### config.mk
export PLATFORM = sky130hd
export DESIGN_NAME = spc_shift_port
export DESIGN_NICKNAME = d
export VERILOG_FILES = /design/src/spc_pkg.sv /design/src/spc_edge_if.sv /design/src/spc_clk_div.sv /design/src/spc_edge_det.sv /design/src/spc_shift_port.sv
export SDC_FILE = /design/constraint.sdc
export NUM_CORES = 1
export LEC_CHECK = 0
export BUFFER_PORTS_ARGS = -buffer_cell sky130_fd_sc_hd__buf_4
export CAP_MARGIN = 10
export CORE_MARGIN = 5
export CORE_UTILIZATION = 50
export CTS_CLUSTER_SIZE = 8
export DETAILED_ROUTE_END_ITERATION = 10
export PLACE_DENSITY = 0.75
export RECOVER_POWER = 100
export SLEW_MARGIN = 20
export SYNTH_ARGS = -nofsm -noshare
export SYNTH_HDL_FRONTEND = slang
export SYNTH_SLANG_ARGS = --single-unit
### constraint.sdc
create_clock -name clk_i -period 2.8 [get_ports clk_i]
set_clock_uncertainty 0.05 [all_clocks]
set_input_delay 0.28 -clock clk_i [delete_from_list [all_inputs] [get_ports clk_i]]
set_output_delay 0.28 -clock clk_i [all_outputs]
set_load 0.02 [all_outputs]
### src/spc_pkg.sv
// Constants, field positions and types shared by the shift port files
package spc_pkg;

  // Bus geometry
  localparam int unsigned SPC_ADR_W = 5;
  localparam int unsigned SPC_DAT_W = 32;
  localparam int unsigned SPC_REG_W = 16;

  // Register indices and byte addresses (byte address = 4 * index)
  localparam int unsigned SPC_DATA_IDX = 0;
  localparam int unsigned SPC_CTRL_IDX = 2;
  localparam int unsigned SPC_STAT_IDX = 4;
  localparam logic [SPC_ADR_W-1:0] SPC_DATA_ADDR = SPC_ADR_W'(SPC_DATA_IDX * 4);
  localparam logic [SPC_ADR_W-1:0] SPC_CTRL_ADDR = SPC_ADR_W'(SPC_CTRL_IDX * 4);
  localparam logic [SPC_ADR_W-1:0] SPC_STAT_ADDR = SPC_ADR_W'(SPC_STAT_IDX * 4);

  // Control register fields
  localparam int unsigned CTRL_EN     = 0;
  localparam int unsigned CTRL_ROLE   = 1;
  localparam int unsigned CTRL_WIDTH  = 2;
  localparam int unsigned CTRL_ECHO   = 3;
  localparam int unsigned CTRL_EIO    = 4;
  localparam int unsigned CTRL_EIR    = 5;
  localparam int unsigned CTRL_EIW    = 6;
  localparam int unsigned CTRL_EDGE   = 7;
  localparam int unsigned CTRL_IDLE   = 8;
  localparam int unsigned CTRL_DIV_LO = 9;
  localparam int unsigned CTRL_DIV_HI = 15;
  localparam logic [SPC_REG_W-1:0] SPC_CTRL_RST = 16'h0000;

  // Status register fields
  localparam int unsigned STAT_BSY = 0;
  localparam int unsigned STAT_RBF = 1;
  localparam int unsigned STAT_OVR = 2;

  // Word sizes and divider geometry
  localparam int unsigned SPC_CNT_W  = 5;
  localparam int unsigned SPC_EDGE_W = 6;
  localparam int unsigned SPC_HALF_W = 8;
  localparam logic [SPC_CNT_W-1:0] SPC_BITS_8  = 5'h08;
  localparam logic [SPC_CNT_W-1:0] SPC_BITS_16 = 5'h10;
  localparam logic SPC_KNOWN_LEVEL = 1'b0;

  // Transfer state
  typedef enum logic [1:0] {
    SPC_IDLE,
    SPC_RUN,
    SPC_HOLD
  } spc_state_t;

  // Byte-lane merge of a 16-bit register
  function automatic logic [SPC_REG_W-1:0] spc_merge(input logic [SPC_REG_W-1:0] old_v,
                                                     input logic [SPC_REG_W-1:0] new_v,
                                                     input logic [1:0]           sel);
    spc_merge = {sel[1] ? new_v[15:8] : old_v[15:8], sel[0] ? new_v[7:0] : old_v[7:0]};
  endfunction

endpackage

### src/spc_edge_if.sv
// Shift clock level and edge pulses passed from a clock source to the core
interface spc_edge_if;
  logic sck;
  logic rise;
  logic fall;
  logic done;
  modport src (output sck, output rise, output fall, output done);
  modport dst (input sck, input rise, input fall, input done);
endinterface

### src/spc_clk_div.sv
// Master shift clock generator with edge pulses and end-of-burst pulse
module spc_clk_div #(
  parameter int HALF_W = 8,
  parameter int EDGE_W = 6
) (
  // Clock and reset
  input  wire logic              clk_i,
  input  wire logic              rst_i,
  // Control
  input  wire logic              start_i,
  input  wire logic              stop_i,
  input  wire logic [HALF_W-1:0] half_i,
  input  wire logic [EDGE_W-1:0] edges_i,
  input  wire logic              idle_i,
  // Clock and edges out
  spc_edge_if.src                eif
);

  logic              run;
  logic [HALF_W-1:0] cnt;
  logic [EDGE_W-1:0] left;
  logic              sck;
  logic              rise;
  logic              fall;
  logic              done;

  always_ff @(posedge clk_i or posedge rst_i) begin
    if (rst_i) begin
      run  <= 1'b0;
      cnt  <= '0;
      left <= '0;
      sck  <= 1'b0;
      rise <= 1'b0;
      fall <= 1'b0;
      done <= 1'b0;
    end else begin
      rise <= 1'b0;
      fall <= 1'b0;
      done <= 1'b0;
      if (stop_i) begin
        run <= 1'b0;
        sck <= idle_i;
      end else if (start_i) begin
        run  <= 1'b1;
        cnt  <= HALF_W'(1);
        left <= edges_i;
        sck  <= idle_i;
      end else if (run) begin
        if (cnt >= half_i) begin
          cnt  <= HALF_W'(1);
          sck  <= ~sck;
          rise <= ~sck;
          fall <= sck;
          left <= left - EDGE_W'(1);
          if (left == EDGE_W'(1)) begin
            run  <= 1'b0;
            done <= 1'b1;
          end
        end else begin
          cnt <= cnt + HALF_W'(1);
        end
      end else begin
        sck <= idle_i;
      end
    end
  end

  assign eif.sck  = sck;
  assign eif.rise = rise;
  assign eif.fall = fall;
  assign eif.done = done;

endmodule

### src/spc_edge_det.sv
// Edge detector for the shift clock taken in from the link
module spc_edge_det (
  // Clock and reset
  input  wire logic clk_i,
  input  wire logic rst_i,
  // Sampled clock level
  input  wire logic level_i,
  // Edges out
  spc_edge_if.src   eif
);

  logic prev;

  always_ff @(posedge clk_i or posedge rst_i) begin
    if (rst_i) begin
      prev <= 1'b0;
    end else begin
      prev <= level_i;
    end
  end

  assign eif.sck  = level_i;
  assign eif.rise = level_i & ~prev;
  assign eif.fall = ~level_i & prev;
  assign eif.done = 1'b0;

endmodule

### src/spc_shift_port.sv
// Shift port: registers, transfer control, status flags and pin steering
// Functional notes
// - Reset clears all control bits
// - Enable written low clears busy, full, overrun
// - Disabled pins: idle clock, inputs, fixed level; here clock and master-out slave-in pins stay driven while role bit is 1
// - Role bit: 0 slave, 1 master
// - Width bit: 0 eight, 1 sixteen bits
// - Slave echo resends input when data invalid
// - Data valid from write until transfer end
// - Overrun enable raises interrupt on overrun
// - Read enable raises interrupt on buffer full
// - Write enable raises interrupt when not busy
// - Edge bit selects launch and sample edges
// - Idle bit sets shift clock rest level
// - Master clock divides system clock by 2 * (divider + 1)
// - Master busy sets on data write
// - Slave busy sets on write or leading edge
// - Busy clears only once word reaches buffer
// - Completion loads empty buffer, sets full flag
// - Data read clears full or reloads pending word
// - Master overrun when starting with both full
// - Overrun clears by writing one only
// - Eight-bit mode shifts low byte, MSB first
// - Master gives eight or sixteen clocks then idles
// - Slave drives output only while selected
// - Eight-bit completion loads low buffer byte only
//
// Chosen here: the register addresses and register access over Wishbone.
module spc_shift_port
  import spc_pkg::*;
(
  // Clock and reset
  input  wire logic                 clk_i,
  input  wire logic                 rst_i,
  // Wishbone slave
  input  wire logic                 cyc_i,
  input  wire logic                 stb_i,
  input  wire logic                 we_i,
  input  wire logic [SPC_ADR_W-1:0] adr_i,
  input  wire logic [3:0]           sel_i,
  input  wire logic [SPC_DAT_W-1:0] dat_i,
  output logic      [SPC_DAT_W-1:0] dat_o,
  output logic                      ack_o,
  // Shift clock pin
  input  wire logic                 shift_clock_i,
  output logic                      shift_clock_o,
  output logic                      shift_clock_oe_o,
  // Slave select pin
  input  wire logic                 slave_select_n_i,
  // Master-in slave-out pin
  input  wire logic                 master_in_slave_out_i,
  output logic                      master_in_slave_out_o,
  output logic                      master_in_slave_out_oe_o,
  // Master-out slave-in pin
  input  wire logic                 master_out_slave_in_i,
  output logic                      master_out_slave_in_o,
  output logic                      master_out_slave_in_oe_o,
  // Interrupt request
  output logic                      irq_o
);

  logic [SPC_REG_W-1:0]   shift_port_control;
  logic [SPC_REG_W-1:0]   shifter;
  logic [SPC_REG_W-1:0]   next_shifter;
  logic [SPC_REG_W-1:0]   rbuf;
  logic [SPC_REG_W-1:0]   wr_word;
  logic [SPC_CNT_W-1:0]   bit_cnt;
  logic [SPC_CNT_W-1:0]   nbits;
  logic [SPC_HALF_W-1:0]  half;
  logic                   tx_valid;
  logic                   read_buffer_full_flag;
  logic                   overrun_flag;
  logic                   busy;
  logic                   dout;
  logic                   last_in;
  spc_state_t             state;

  logic                   port_enable;
  logic                   role_select;
  logic                   width_select;
  logic                   echo_enable;
  logic                   overrun_irq_enable;
  logic                   read_irq_enable;
  logic                   write_irq_enable;
  logic                   clock_edge_select;
  logic                   clock_idle_level;
  logic [6:0]             clock_divider_field;

  logic                   req;
  logic                   fire;
  logic                   wr_data;
  logic                   rd_data;
  logic                   wr_ctrl;
  logic                   wr_stat;
  logic                   start_m;
  logic                   slave_act;
  logic                   rise_p;
  logic                   fall_p;
  logic                   sample_p;
  logic                   launch_p;
  logic                   lead_p;
  logic                   done_p;
  logic                   din;
  logic                   rb_from_shift;
  logic                   rb_from_hold;

  spc_edge_if m_if ();
  spc_edge_if s_if ();

  // Control fields
  assign port_enable         = shift_port_control[CTRL_EN];
  assign role_select         = shift_port_control[CTRL_ROLE];
  assign width_select        = shift_port_control[CTRL_WIDTH];
  assign echo_enable         = shift_port_control[CTRL_ECHO];
  assign overrun_irq_enable  = shift_port_control[CTRL_EIO];
  assign read_irq_enable     = shift_port_control[CTRL_EIR];
  assign write_irq_enable    = shift_port_control[CTRL_EIW];
  assign clock_edge_select   = shift_port_control[CTRL_EDGE];
  assign clock_idle_level    = shift_port_control[CTRL_IDLE];
  assign clock_divider_field = shift_port_control[CTRL_DIV_HI:CTRL_DIV_LO];

  // Bus decode
  assign req     = cyc_i & stb_i;
  assign fire    = req & ack_o;
  assign wr_data = fire & we_i & (adr_i == SPC_DATA_ADDR);
  assign rd_data = fire & ~we_i & (adr_i == SPC_DATA_ADDR);
  assign wr_ctrl = fire & we_i & (adr_i == SPC_CTRL_ADDR);
  assign wr_stat = fire & we_i & (adr_i == SPC_STAT_ADDR);
  assign wr_word = spc_merge(shifter, dat_i[SPC_REG_W-1:0], sel_i[1:0]);

  always_ff @(posedge clk_i or posedge rst_i) begin
    if (rst_i) begin
      ack_o <= 1'b0;
    end else begin
      ack_o <= req & ~ack_o;
    end
  end

  always_ff @(posedge clk_i or posedge rst_i) begin
    if (rst_i) begin
      dat_o <= '0;
    end else if (req & ~ack_o) begin
      unique case (adr_i)
        SPC_DATA_ADDR: dat_o <= {16'h0000, rbuf};
        SPC_CTRL_ADDR: dat_o <= {16'h0000, shift_port_control};
        SPC_STAT_ADDR: dat_o <= {29'h00000000, overrun_flag, read_buffer_full_flag, busy};
        default:       dat_o <= '0;
      endcase
    end
  end

  // Control register
  always_ff @(posedge clk_i or posedge rst_i) begin
    if (rst_i) begin
      shift_port_control <= SPC_CTRL_RST;
    end else if (wr_ctrl) begin
      shift_port_control <= spc_merge(shift_port_control, dat_i[SPC_REG_W-1:0], sel_i[1:0]);
    end
  end

  // Word size and clock divider
  assign nbits = width_select ? SPC_BITS_16 : SPC_BITS_8;
  assign half  = {1'b0, clock_divider_field} + SPC_HALF_W'(1);

  // Master clock source and slave clock edges
  assign start_m = wr_data & port_enable & role_select & (state != SPC_RUN);

  spc_clk_div #(
    .HALF_W (SPC_HALF_W),
    .EDGE_W (SPC_EDGE_W)
  ) u_clk_div (
    .clk_i   (clk_i),
    .rst_i   (rst_i),
    .start_i (start_m),
    .stop_i  (~port_enable | ~role_select),
    .half_i  (half),
    .edges_i ({nbits, 1'b0}),
    .idle_i  (clock_idle_level),
    .eif     (m_if)
  );

  spc_edge_det u_edge_det (
    .clk_i   (clk_i),
    .rst_i   (rst_i),
    .level_i (shift_clock_i),
    .eif     (s_if)
  );

  // Edge roles
  assign slave_act = port_enable & ~role_select & ~slave_select_n_i;
  assign rise_p    = role_select ? (port_enable & m_if.rise) : (slave_act & s_if.rise);
  assign fall_p    = role_select ? (port_enable & m_if.fall) : (slave_act & s_if.fall);
  assign sample_p  = clock_edge_select ? fall_p : rise_p;
  assign launch_p  = clock_edge_select ? rise_p : fall_p;
  assign lead_p    = clock_idle_level ? fall_p : rise_p;
  assign din       = role_select ? master_in_slave_out_i : master_out_slave_in_i;
  assign done_p    = role_select ? (port_enable & m_if.done)
                                 : (sample_p & (bit_cnt == nbits - SPC_CNT_W'(1)));

  // Shifter after this cycle's sample
  always_comb begin
    next_shifter = shifter;
    if (sample_p) begin
      if (width_select) begin
        next_shifter = {shifter[14:0], din};
      end else begin
        next_shifter[7:0] = {shifter[6:0], din};
      end
    end
  end

  // Shifter and bit count
  always_ff @(posedge clk_i or posedge rst_i) begin
    if (rst_i) begin
      shifter <= '0;
      bit_cnt <= '0;
      last_in <= 1'b0;
    end else if (wr_data) begin
      shifter <= wr_word;
      bit_cnt <= '0;
    end else if (!port_enable || (!role_select && slave_select_n_i)) begin
      bit_cnt <= '0;
    end else if (done_p) begin
      shifter <= next_shifter;
      bit_cnt <= '0;
      last_in <= din;
    end else if (sample_p) begin
      shifter <= next_shifter;
      bit_cnt <= bit_cnt + SPC_CNT_W'(1);
      last_in <= din;
    end
  end

  // Transmit data validity
  always_ff @(posedge clk_i or posedge rst_i) begin
    if (rst_i) begin
      tx_valid <= 1'b0;
    end else if (!port_enable) begin
      tx_valid <= 1'b0;
    end else if (wr_data) begin
      tx_valid <= 1'b1;
    end else if (done_p) begin
      tx_valid <= 1'b0;
    end
  end

  // Serial output bit
  always_ff @(posedge clk_i or posedge rst_i) begin
    if (rst_i) begin
      dout <= SPC_KNOWN_LEVEL;
    end else if (!port_enable) begin
      dout <= SPC_KNOWN_LEVEL;
    end else if (wr_data) begin
      dout <= width_select ? wr_word[15] : wr_word[7];
    end else if (launch_p) begin
      if (!role_select && echo_enable && !tx_valid) begin
        dout <= last_in;
      end else begin
        dout <= width_select ? shifter[15] : shifter[7];
      end
    end
  end

  // Transfer state
  assign rb_from_shift = done_p & (~read_buffer_full_flag | rd_data);
  assign rb_from_hold  = rd_data & (state == SPC_HOLD);

  always_ff @(posedge clk_i or posedge rst_i) begin
    if (rst_i) begin
      state <= SPC_IDLE;
    end else if (!port_enable) begin
      state <= SPC_IDLE;
    end else begin
      unique case (state)
        SPC_IDLE: begin
          if (wr_data) begin
            state <= SPC_RUN;
          end else if (!role_select && lead_p) begin
            state <= SPC_RUN;
          end
        end
        SPC_RUN: begin
          if (done_p) begin
            state <= rb_from_shift ? SPC_IDLE : SPC_HOLD;
          end
        end
        SPC_HOLD: begin
          if (start_m) begin
            state <= SPC_RUN;
          end else if (rb_from_hold) begin
            state <= SPC_IDLE;
          end
        end
      endcase
    end
  end

  assign busy = (state != SPC_IDLE);

  // Read buffer
  always_ff @(posedge clk_i or posedge rst_i) begin
    if (rst_i) begin
      rbuf <= '0;
    end else if (rb_from_shift) begin
      if (width_select) begin
        rbuf <= next_shifter;
      end else begin
        rbuf[7:0] <= next_shifter[7:0];
      end
    end else if (rb_from_hold) begin
      if (width_select) begin
        rbuf <= shifter;
      end else begin
        rbuf[7:0] <= shifter[7:0];
      end
    end
  end

  // Read buffer full flag
  always_ff @(posedge clk_i or posedge rst_i) begin
    if (rst_i) begin
      read_buffer_full_flag <= 1'b0;
    end else if (!port_enable) begin
      read_buffer_full_flag <= 1'b0;
    end else if (rb_from_shift || rb_from_hold) begin
      read_buffer_full_flag <= 1'b1;
    end else if (rd_data) begin
      read_buffer_full_flag <= 1'b0;
    end
  end

  // Overrun flag
  always_ff @(posedge clk_i or posedge rst_i) begin
    if (rst_i) begin
      overrun_flag <= 1'b0;
    end else if (!port_enable) begin
      overrun_flag <= 1'b0;
    end else if (start_m && read_buffer_full_flag && (state == SPC_HOLD)) begin
      overrun_flag <= 1'b1;
    end else if (wr_stat && sel_i[0] && dat_i[STAT_OVR]) begin
      overrun_flag <= 1'b0;
    end
  end

  // Pin steering
  always_comb begin
    shift_clock_o            = (role_select & port_enable) ? m_if.sck : clock_idle_level;
    shift_clock_oe_o         = role_select;
    master_out_slave_in_o    = role_select ? dout : SPC_KNOWN_LEVEL;
    master_out_slave_in_oe_o = role_select;
    master_in_slave_out_o    = dout;
    master_in_slave_out_oe_o = slave_act;
  end

  // Interrupt request
  assign irq_o = (overrun_flag & overrun_irq_enable)
               | (read_buffer_full_flag & read_irq_enable)
               | (~busy & write_irq_enable);

endmodule

# ---- Yosys cells after proc, flatten, opt, wreduce, memory -nomap -nowiden
# Cells that the tools add are included.
dict set report word_totals {
  elab_cells 207
  register_bits 113
}
dict set report classes {
  magnitude_cmp 1
  muxes 80
  bitwise_logic 45
  n_eq_ne 20
  n_reduce_logical 32
  n_addsub 5
}
# operator n
set ops {}
lappend ops {{2-to-1 mux 16 bit} 7}
lappend ops {{2-to-1 mux 8 bit} 8}
lappend ops {{2-to-1 mux 1 bit} 48}
lappend ops {{case mux 16 bit (3 select lines)} 1}
lappend ops {{AND 1 bit} 28}
lappend ops {{2-to-1 mux 5 bit} 5}
lappend ops {{2-to-1 mux 6 bit} 3}
lappend ops {{AND reduction 3 bit} 6}
lappend ops {{2-to-1 mux 2 bit} 7}
lappend ops {{inverter 1 bit} 13}
lappend ops {{!= test 3 x 1 -> 1 bit (second input constant)} 4}
lappend ops {{!= test 2 bit (second input constant)} 5}
lappend ops {{nonzero test 2 bit} 5}
lappend ops {{adder 7 x 1 -> 8 bit (second input constant)} 1}
lappend ops {{adder 8 x 1 -> 8 bit (second input constant)} 1}
lappend ops {{>= comparator 8 bit} 1}
lappend ops {{logical AND 1 bit} 8}
lappend ops {{!= test 4 bit (second input constant)} 2}
lappend ops {{AND reduction 2 bit} 4}
lappend ops {{== test 6 x 1 -> 1 bit (second input constant)} 1}
lappend ops {{case mux 2 bit (3 select lines)} 1}
lappend ops {{subtractor 6 x 1 -> 6 bit (second input constant)} 1}
lappend ops {{adder 5 x 1 -> 5 bit (second input constant)} 1}
lappend ops {{== test 5 x 4 -> 1 bit (second input constant)} 1}
lappend ops {{15 further kinds} 21}

# ---- Depth between registers and ports, before layout
dict set report depth {
  ltp_word 13
  ltp_mapped 9
  depth_no_buf 9
}

# ---- Modules after synthesis
# From an unflattened synthesis, not the netlist that was laid out.
dict set report hier_totals {
  hier_cells 608
  hier_area_um2 5803.1
}
# module area_per_inst_um2 n_inst cells_each
set by_module_without_submodules {}
lappend by_module_without_submodules {spc_shift_port 4406.7 1 464}
lappend by_module_without_submodules {spc_clk_div 1333.8 1 137}
lappend by_module_without_submodules {spc_edge_det 62.6 1 7}

# ---- Worst setup path after synthesis
# No wires, ideal clock.
dict set report synth_path {
  path_type {flip-flop to flip-flop}
  start {reg shift_port_control[1]}
  end {reg rbuf[10]}
  required_ps 2622
  synth_period_minus_slack_ps 2570
  path_stages_with_launch 7
  setup_slack_ps 230
  t_arrival_ps 2392
  cell_sequence {dfrtp_1 -> buf_2 -> o41ai_1 -> nor3b_4 -> buf_6 -> mux2_1 -> mux2_1}
}
dict set report synth_between {
  elab_chain_len 11
  elab_cells_between_ends 17
}
# item line
set synth_rtl {}
lappend synth_rtl {{from (decl)} spc_shift_port.sv:62} ;# logic [SPC_REG_W-1:0] shift_port_control;
lappend synth_rtl {{from (signal assigned)} spc_shift_port.sv:157} ;# shift_port_control <= spc_merge(shift_port_control, dat_i[SPC_REG_W-1:0], sel_i[1:0]);
lappend synth_rtl {{inverter 1 bit} spc_shift_port.sv:190} ;# assign slave_act = port_enable & ~role_select & ~slave_select_n_i;
lappend synth_rtl {{AND 1 bit (2 in a row)} spc_shift_port.sv:190}
lappend synth_rtl {{AND 1 bit (on tied branches)} {spc_shift_port.sv:191, spc_shift_port.sv:192}}
lappend synth_rtl {{2-to-1 mux 1 bit (on tied branches)} {spc_shift_port.sv:191, spc_shift_port.sv:192}}
lappend synth_rtl {{2-to-1 mux 1 bit} spc_shift_port.sv:193} ;# assign sample_p = clock_edge_select ? fall_p : rise_p;
lappend synth_rtl {{AND 1 bit} spc_shift_port.sv:198} ;# : (sample_p & (bit_cnt == nbits - SPC_CNT_W'(1)));
lappend synth_rtl {{2-to-1 mux 1 bit} spc_shift_port.sv:197} ;# assign done_p = role_select ? (port_enable & m_if.done)
lappend synth_rtl {{AND 1 bit} spc_shift_port.sv:265} ;# assign rb_from_shift = done_p & (~read_buffer_full_flag | rd_data);
lappend synth_rtl {{!= test 2 bit (no source line) or nonzero test 2 bit (tied branches)} n/a}
lappend synth_rtl {{AND reduction 3 bit (no source line)} n/a}
lappend synth_rtl {{to (signal assigned)} spc_shift_port.sv:306} ;# rbuf <= next_shifter;
lappend synth_rtl {{to (signal assigned)} spc_shift_port.sv:312} ;# rbuf <= shifter;
lappend synth_rtl {{to (decl)} spc_shift_port.sv:65} ;# logic [SPC_REG_W-1:0] rbuf;
# Several ways; a longest one is shown, not always the timed one. The select of a mux whose other input is x is not followed.
# A chain may end at the register's enable or synchronous reset.

# ---- Worst setup path after layout
dict set report layout_path {
  start {in shift_clock_i}
  end {reg rbuf[10]}
}
dict set report layout_between {
  elab_chain_len 10
  elab_cells_between_ends 17
}
# item line
set layout_rtl {}
lappend layout_rtl {{from (decl)} spc_shift_port.sv:45} ;# input wire logic shift_clock_i,
lappend layout_rtl {{inverter 1 bit} spc_edge_det.sv:24} ;# assign eif.fall = ~level_i & prev;
lappend layout_rtl {{AND 1 bit} spc_edge_det.sv:24}
lappend layout_rtl {{AND 1 bit} spc_shift_port.sv:192} ;# assign fall_p = role_select ? (port_enable & m_if.fall) : (slave_act & s_if.fall);
lappend layout_rtl {{2-to-1 mux 1 bit} spc_shift_port.sv:192}
lappend layout_rtl {{2-to-1 mux 1 bit (*)} spc_shift_port.sv:193}
lappend layout_rtl {{AND 1 bit} spc_shift_port.sv:198}
lappend layout_rtl {{2-to-1 mux 1 bit} spc_shift_port.sv:197}
lappend layout_rtl {{AND 1 bit} spc_shift_port.sv:265}
lappend layout_rtl {{!= test 2 bit (no source line) or nonzero test 2 bit (tied branches)} n/a}
lappend layout_rtl {{AND reduction 3 bit (no source line)} n/a}
# Mark *: on every way between the ends. The rest lies on a longest branch, timed or not. The select of a mux whose other input is x is not followed.

==> results_dict.tcl <==
set metrics [dict create \
    synthFlopType "dfrtp_1" \
    min_from "dat_i[14]" \
    synthArstFlopShare_pct 100.0 \
    cts_sinks 97 \
    n_antenna_cell 0 \
    synthAdderAreaFrac_pct 3.762 \
    min_period_ps 2688 \
    clock.fmax_mhz 372.0 \
    cp-startpoint "shift_clock_i" \
    p_leak_uw 0.002793 \
    outcome "finished with violations" \
    gp_congestion 0.9696 \
    clkSlewWorstSetupHoldPaths_ps 90 \
    grt_antenna_before_repair 0 \
    areaGrowthSynthToFinish_pct 13.94 \
    rsz0062_at_grt "no" \
    synth_compound_area_share_pct 18.48 \
    cts-root-buf "clkbuf_8" \
    chipHeight_um 113.2 \
    worstPathCellList "dlygate4sd3_1 -> clkbuf_1 -> nor4b_2 -> o221ai_2 -> nor3b_4 -> buf_4 -> mux2_1 -> mux2_1" \
    tightest_slew_ps 1504 \
    synthXorXnorAreaFrac_pct 1.810 \
    r2r_start "shift_port_control[1]" \
    ys_warn_count 0 \
    ys_types 72 \
    vdd_drop_max_mv 0.1991 \
    vias_per_cell 5.894 \
    drv_slew 32 \
    power.density_nw_per_um2 420.1 \
    slowest_stage "nor4b_2" \
    worstPathArrival_ps 2900 \
    hpwlAfterDp_mm 10.45 \
    post-cts-setup-buffers 0 \
    ys_ff_latch 97 \
    grt_pass1_vias 4410 \
    crit_path_max_incr_delay_ps 570 \
    finalSetupTns_ps 0 \
    yosys.area_share.simple_pct 15.59 \
    hold_class "in -> reg" \
    drive_above_1_share_pct 17.83 \
    setup_viol 0 \
    num_vias 4338 \
    cp.required_ps 3010 \
    start_kind "input port" \
    clk_latency_ps 380 \
    critical_path_class "in -> reg" \
    drc 0 \
    cp-end-kind "flip-flop" \
    globalRouteOverflowTotal 0 \
    finalPower_uw 2547 \
    synthCells 522 \
    muxShareOfSynthArea_pct 8.817 \
    syn_area_per_cell_sq_um 10.19 \
    first_pass_iters 5 \
    htreeDepth 3 \
    fin_util_pct 58.47 \
    grt_max_degree 46 \
    crit_fanout 7 \
    die_area_sq_um 12810 \
    cts_made_buffers 9 \
    maxCapViolations 1 \
    relSlewSlack_pct -0.8510 \
    finalNetCount 661 \
    start_util_pct 51.32 \
    grt_pass1_wl_mm 22.29 \
    syn_area_sq_um 5321 \
    rows 37 \
    cts_buffer_depth 2 \
    crit_top_cell "mux2_1" \
    grt_usage_pct 21.88 \
    synth_top_family_by_area "compound AO/OA/AOI/OAI gates" \
    drtIter0Drc 362 \
    core_sq_um 10370 \
    routedWlPerCell_um 18.72 \
    fin_crit_sh_pct 96.01 \
    wl_mm 13.78 \
    synth_seq_area_share_pct 45.61 \
    cts_tree "done" \
    antenna_left 0 \
    portBuffers 55 \
    die_x_um 113.2 \
    synth_edf_count 0 \
    final-hold-violation-count 0 \
    violations "max-capacitance violations, max-slew violations" \
    ioPinCount 90 \
]
per-layer routing:
metal / global-route usage, % / part of all wire (%) / up-vias
li1: - / - / 2030
met1: 31.77 / 46 / 2115
met2: 32.82 / 45 / 177
met3: 3.850 / 6.7 / 16
met4: 8.093 / 1.6 / 0
met5: 0 / 0 / -
Yosys cell counts, types with 11 or more instances:
cell | count | area share [%]
nand3_1 | 16 | 1.5
mux2_1 | 14 | 3.0
nand2_1 | 54 | 3.8
dfrtp_1 | 97 | 46
nor2_1 | 23 | 1.6
ha_1 | 16 | 3.8
a22oi_1 | 13 | 1.8
inv_1 | 27 | 1.9
and3_1 | 11 | 1.3
mux2_2 | 17 | 3.6
a21oi_1 | 30 | 2.8
buf_4 | 17 | 2.4
o21ai_0 | 26 | 2.4
mux2i_1 | 12 | 2.3
report_power, final:
group | total, uW | internal, uW | leakage, uW | switching (uW)
registers | 1420 | 1410 | 0.00129 | 10.4
clock network | 958 | 439 | 0.0000949 | 520
logic | 170 | 59.0 | 0.00141 | 111
logic make-up after synthesis:
| group | after synthesis |
|---|---|
| simple gates | 153 |
| compound gates | 139 |
| flops | 97 |
| buf+inv | 62 |
| mux | 43 |
| fa+ha+maj | 16 |
| xor+xnor | 11 |
| other cells | 1 |
cells in the final DEF, fill, tap and decap left out, types with 6 or more instances in the layout:
cell type / synthesis / routed
dfrtp_1: 97 / 97
o221a_2: 7 / 7
nand2_1: 54 / 54
mux2_1: 14 / 14
a221o_1: 6 / 6
clkbuf_1: 10 / 28
mux2_2: 17 / 17
nand3_1: 16 / 16
conb_1: 1 / 16
buf_4: 17 / 47
inv_1: 27 / 26
o21ai_0: 26 / 30
a21oi_1: 30 / 29
a22oi_1: 13 / 13
mux2i_1: 12 / 12
nor3_1: 9 / 9
o22ai_1: 10 / 10
nor2_1: 23 / 23
ha_1: 16 / 16
clkbuf_8: 0 / 10
xor2_1: 7 / 7
and3_1: 11 / 11
state kept, by name, summed over array words and instances (netlist names), 2 cells and up:
register            cells
dat_o                  16
rbuf                   16
shift_port_control     16
shifter                16
u_clk_div.cnt           8
u_clk_div.left          6
bit_cnt                 5
state                   2
stage by stage:
step | hold WS (ps) | cells | area, sq um | setup slack [ps]
3_3_place_gp | 371.0 | 718 | 5967 | 257.5
3_5_place_dp | 378.5 | 718 | 5967 | 98.55
4_1_cts | 72.94 | 736 | 6191 | 84.24
2_1_floorplan | 261.4 | 537 | 5381 | 230.0
6_report | 88.16 | 736 | 6063 | 111.8
5_1_grt | 79.12 | 736 | 6063 | 24.57
repair_timing:
item,CTS,global route
setup endpoints to repair,0,12
hold buffers,2,0
resized for setup,0,2
hold endpoints to repair,31,0
area by class of cell:
cell class	instances	area [sq um]
Sequential cell	97	2427
Inverter	27	102.6
Fill cell	923	4307
Clock inverter	6	66.31
Clock buffer	10	137.6
Timing Repair Buffer	82	538.0
Tap cell	136	170.2
Multi-Input combinational cell	378	2621
worst paths after layout:
| kind | to | slack (ps) | cells past startpoint |
|---|---|---|---|
| min in group asynchronous | u_clk_div.eif.done | 760 | 3 |
| setup / recovery | rbuf[10] | 110 | 8 |
| hold reg to reg | u_clk_div.eif.rise | 430 | 1 |
| hold / removal | shift_port_control[14] | 90 | 2 |
| max in group asynchronous | shifter[3] | 790 | 4 |
| setup reg to reg | rbuf[10] | 180 | 6 |
critical path, delay by kind of cell:
family | cells | cell delay, ps
AO/OA/AOI/OAI | 1 | 270
AND/OR/NAND/NOR | 2 | 810
multiplexers | 2 | 640
buffers and inverters | 3 | 900
No activity file was read; power rests on OpenSTA's default activity.
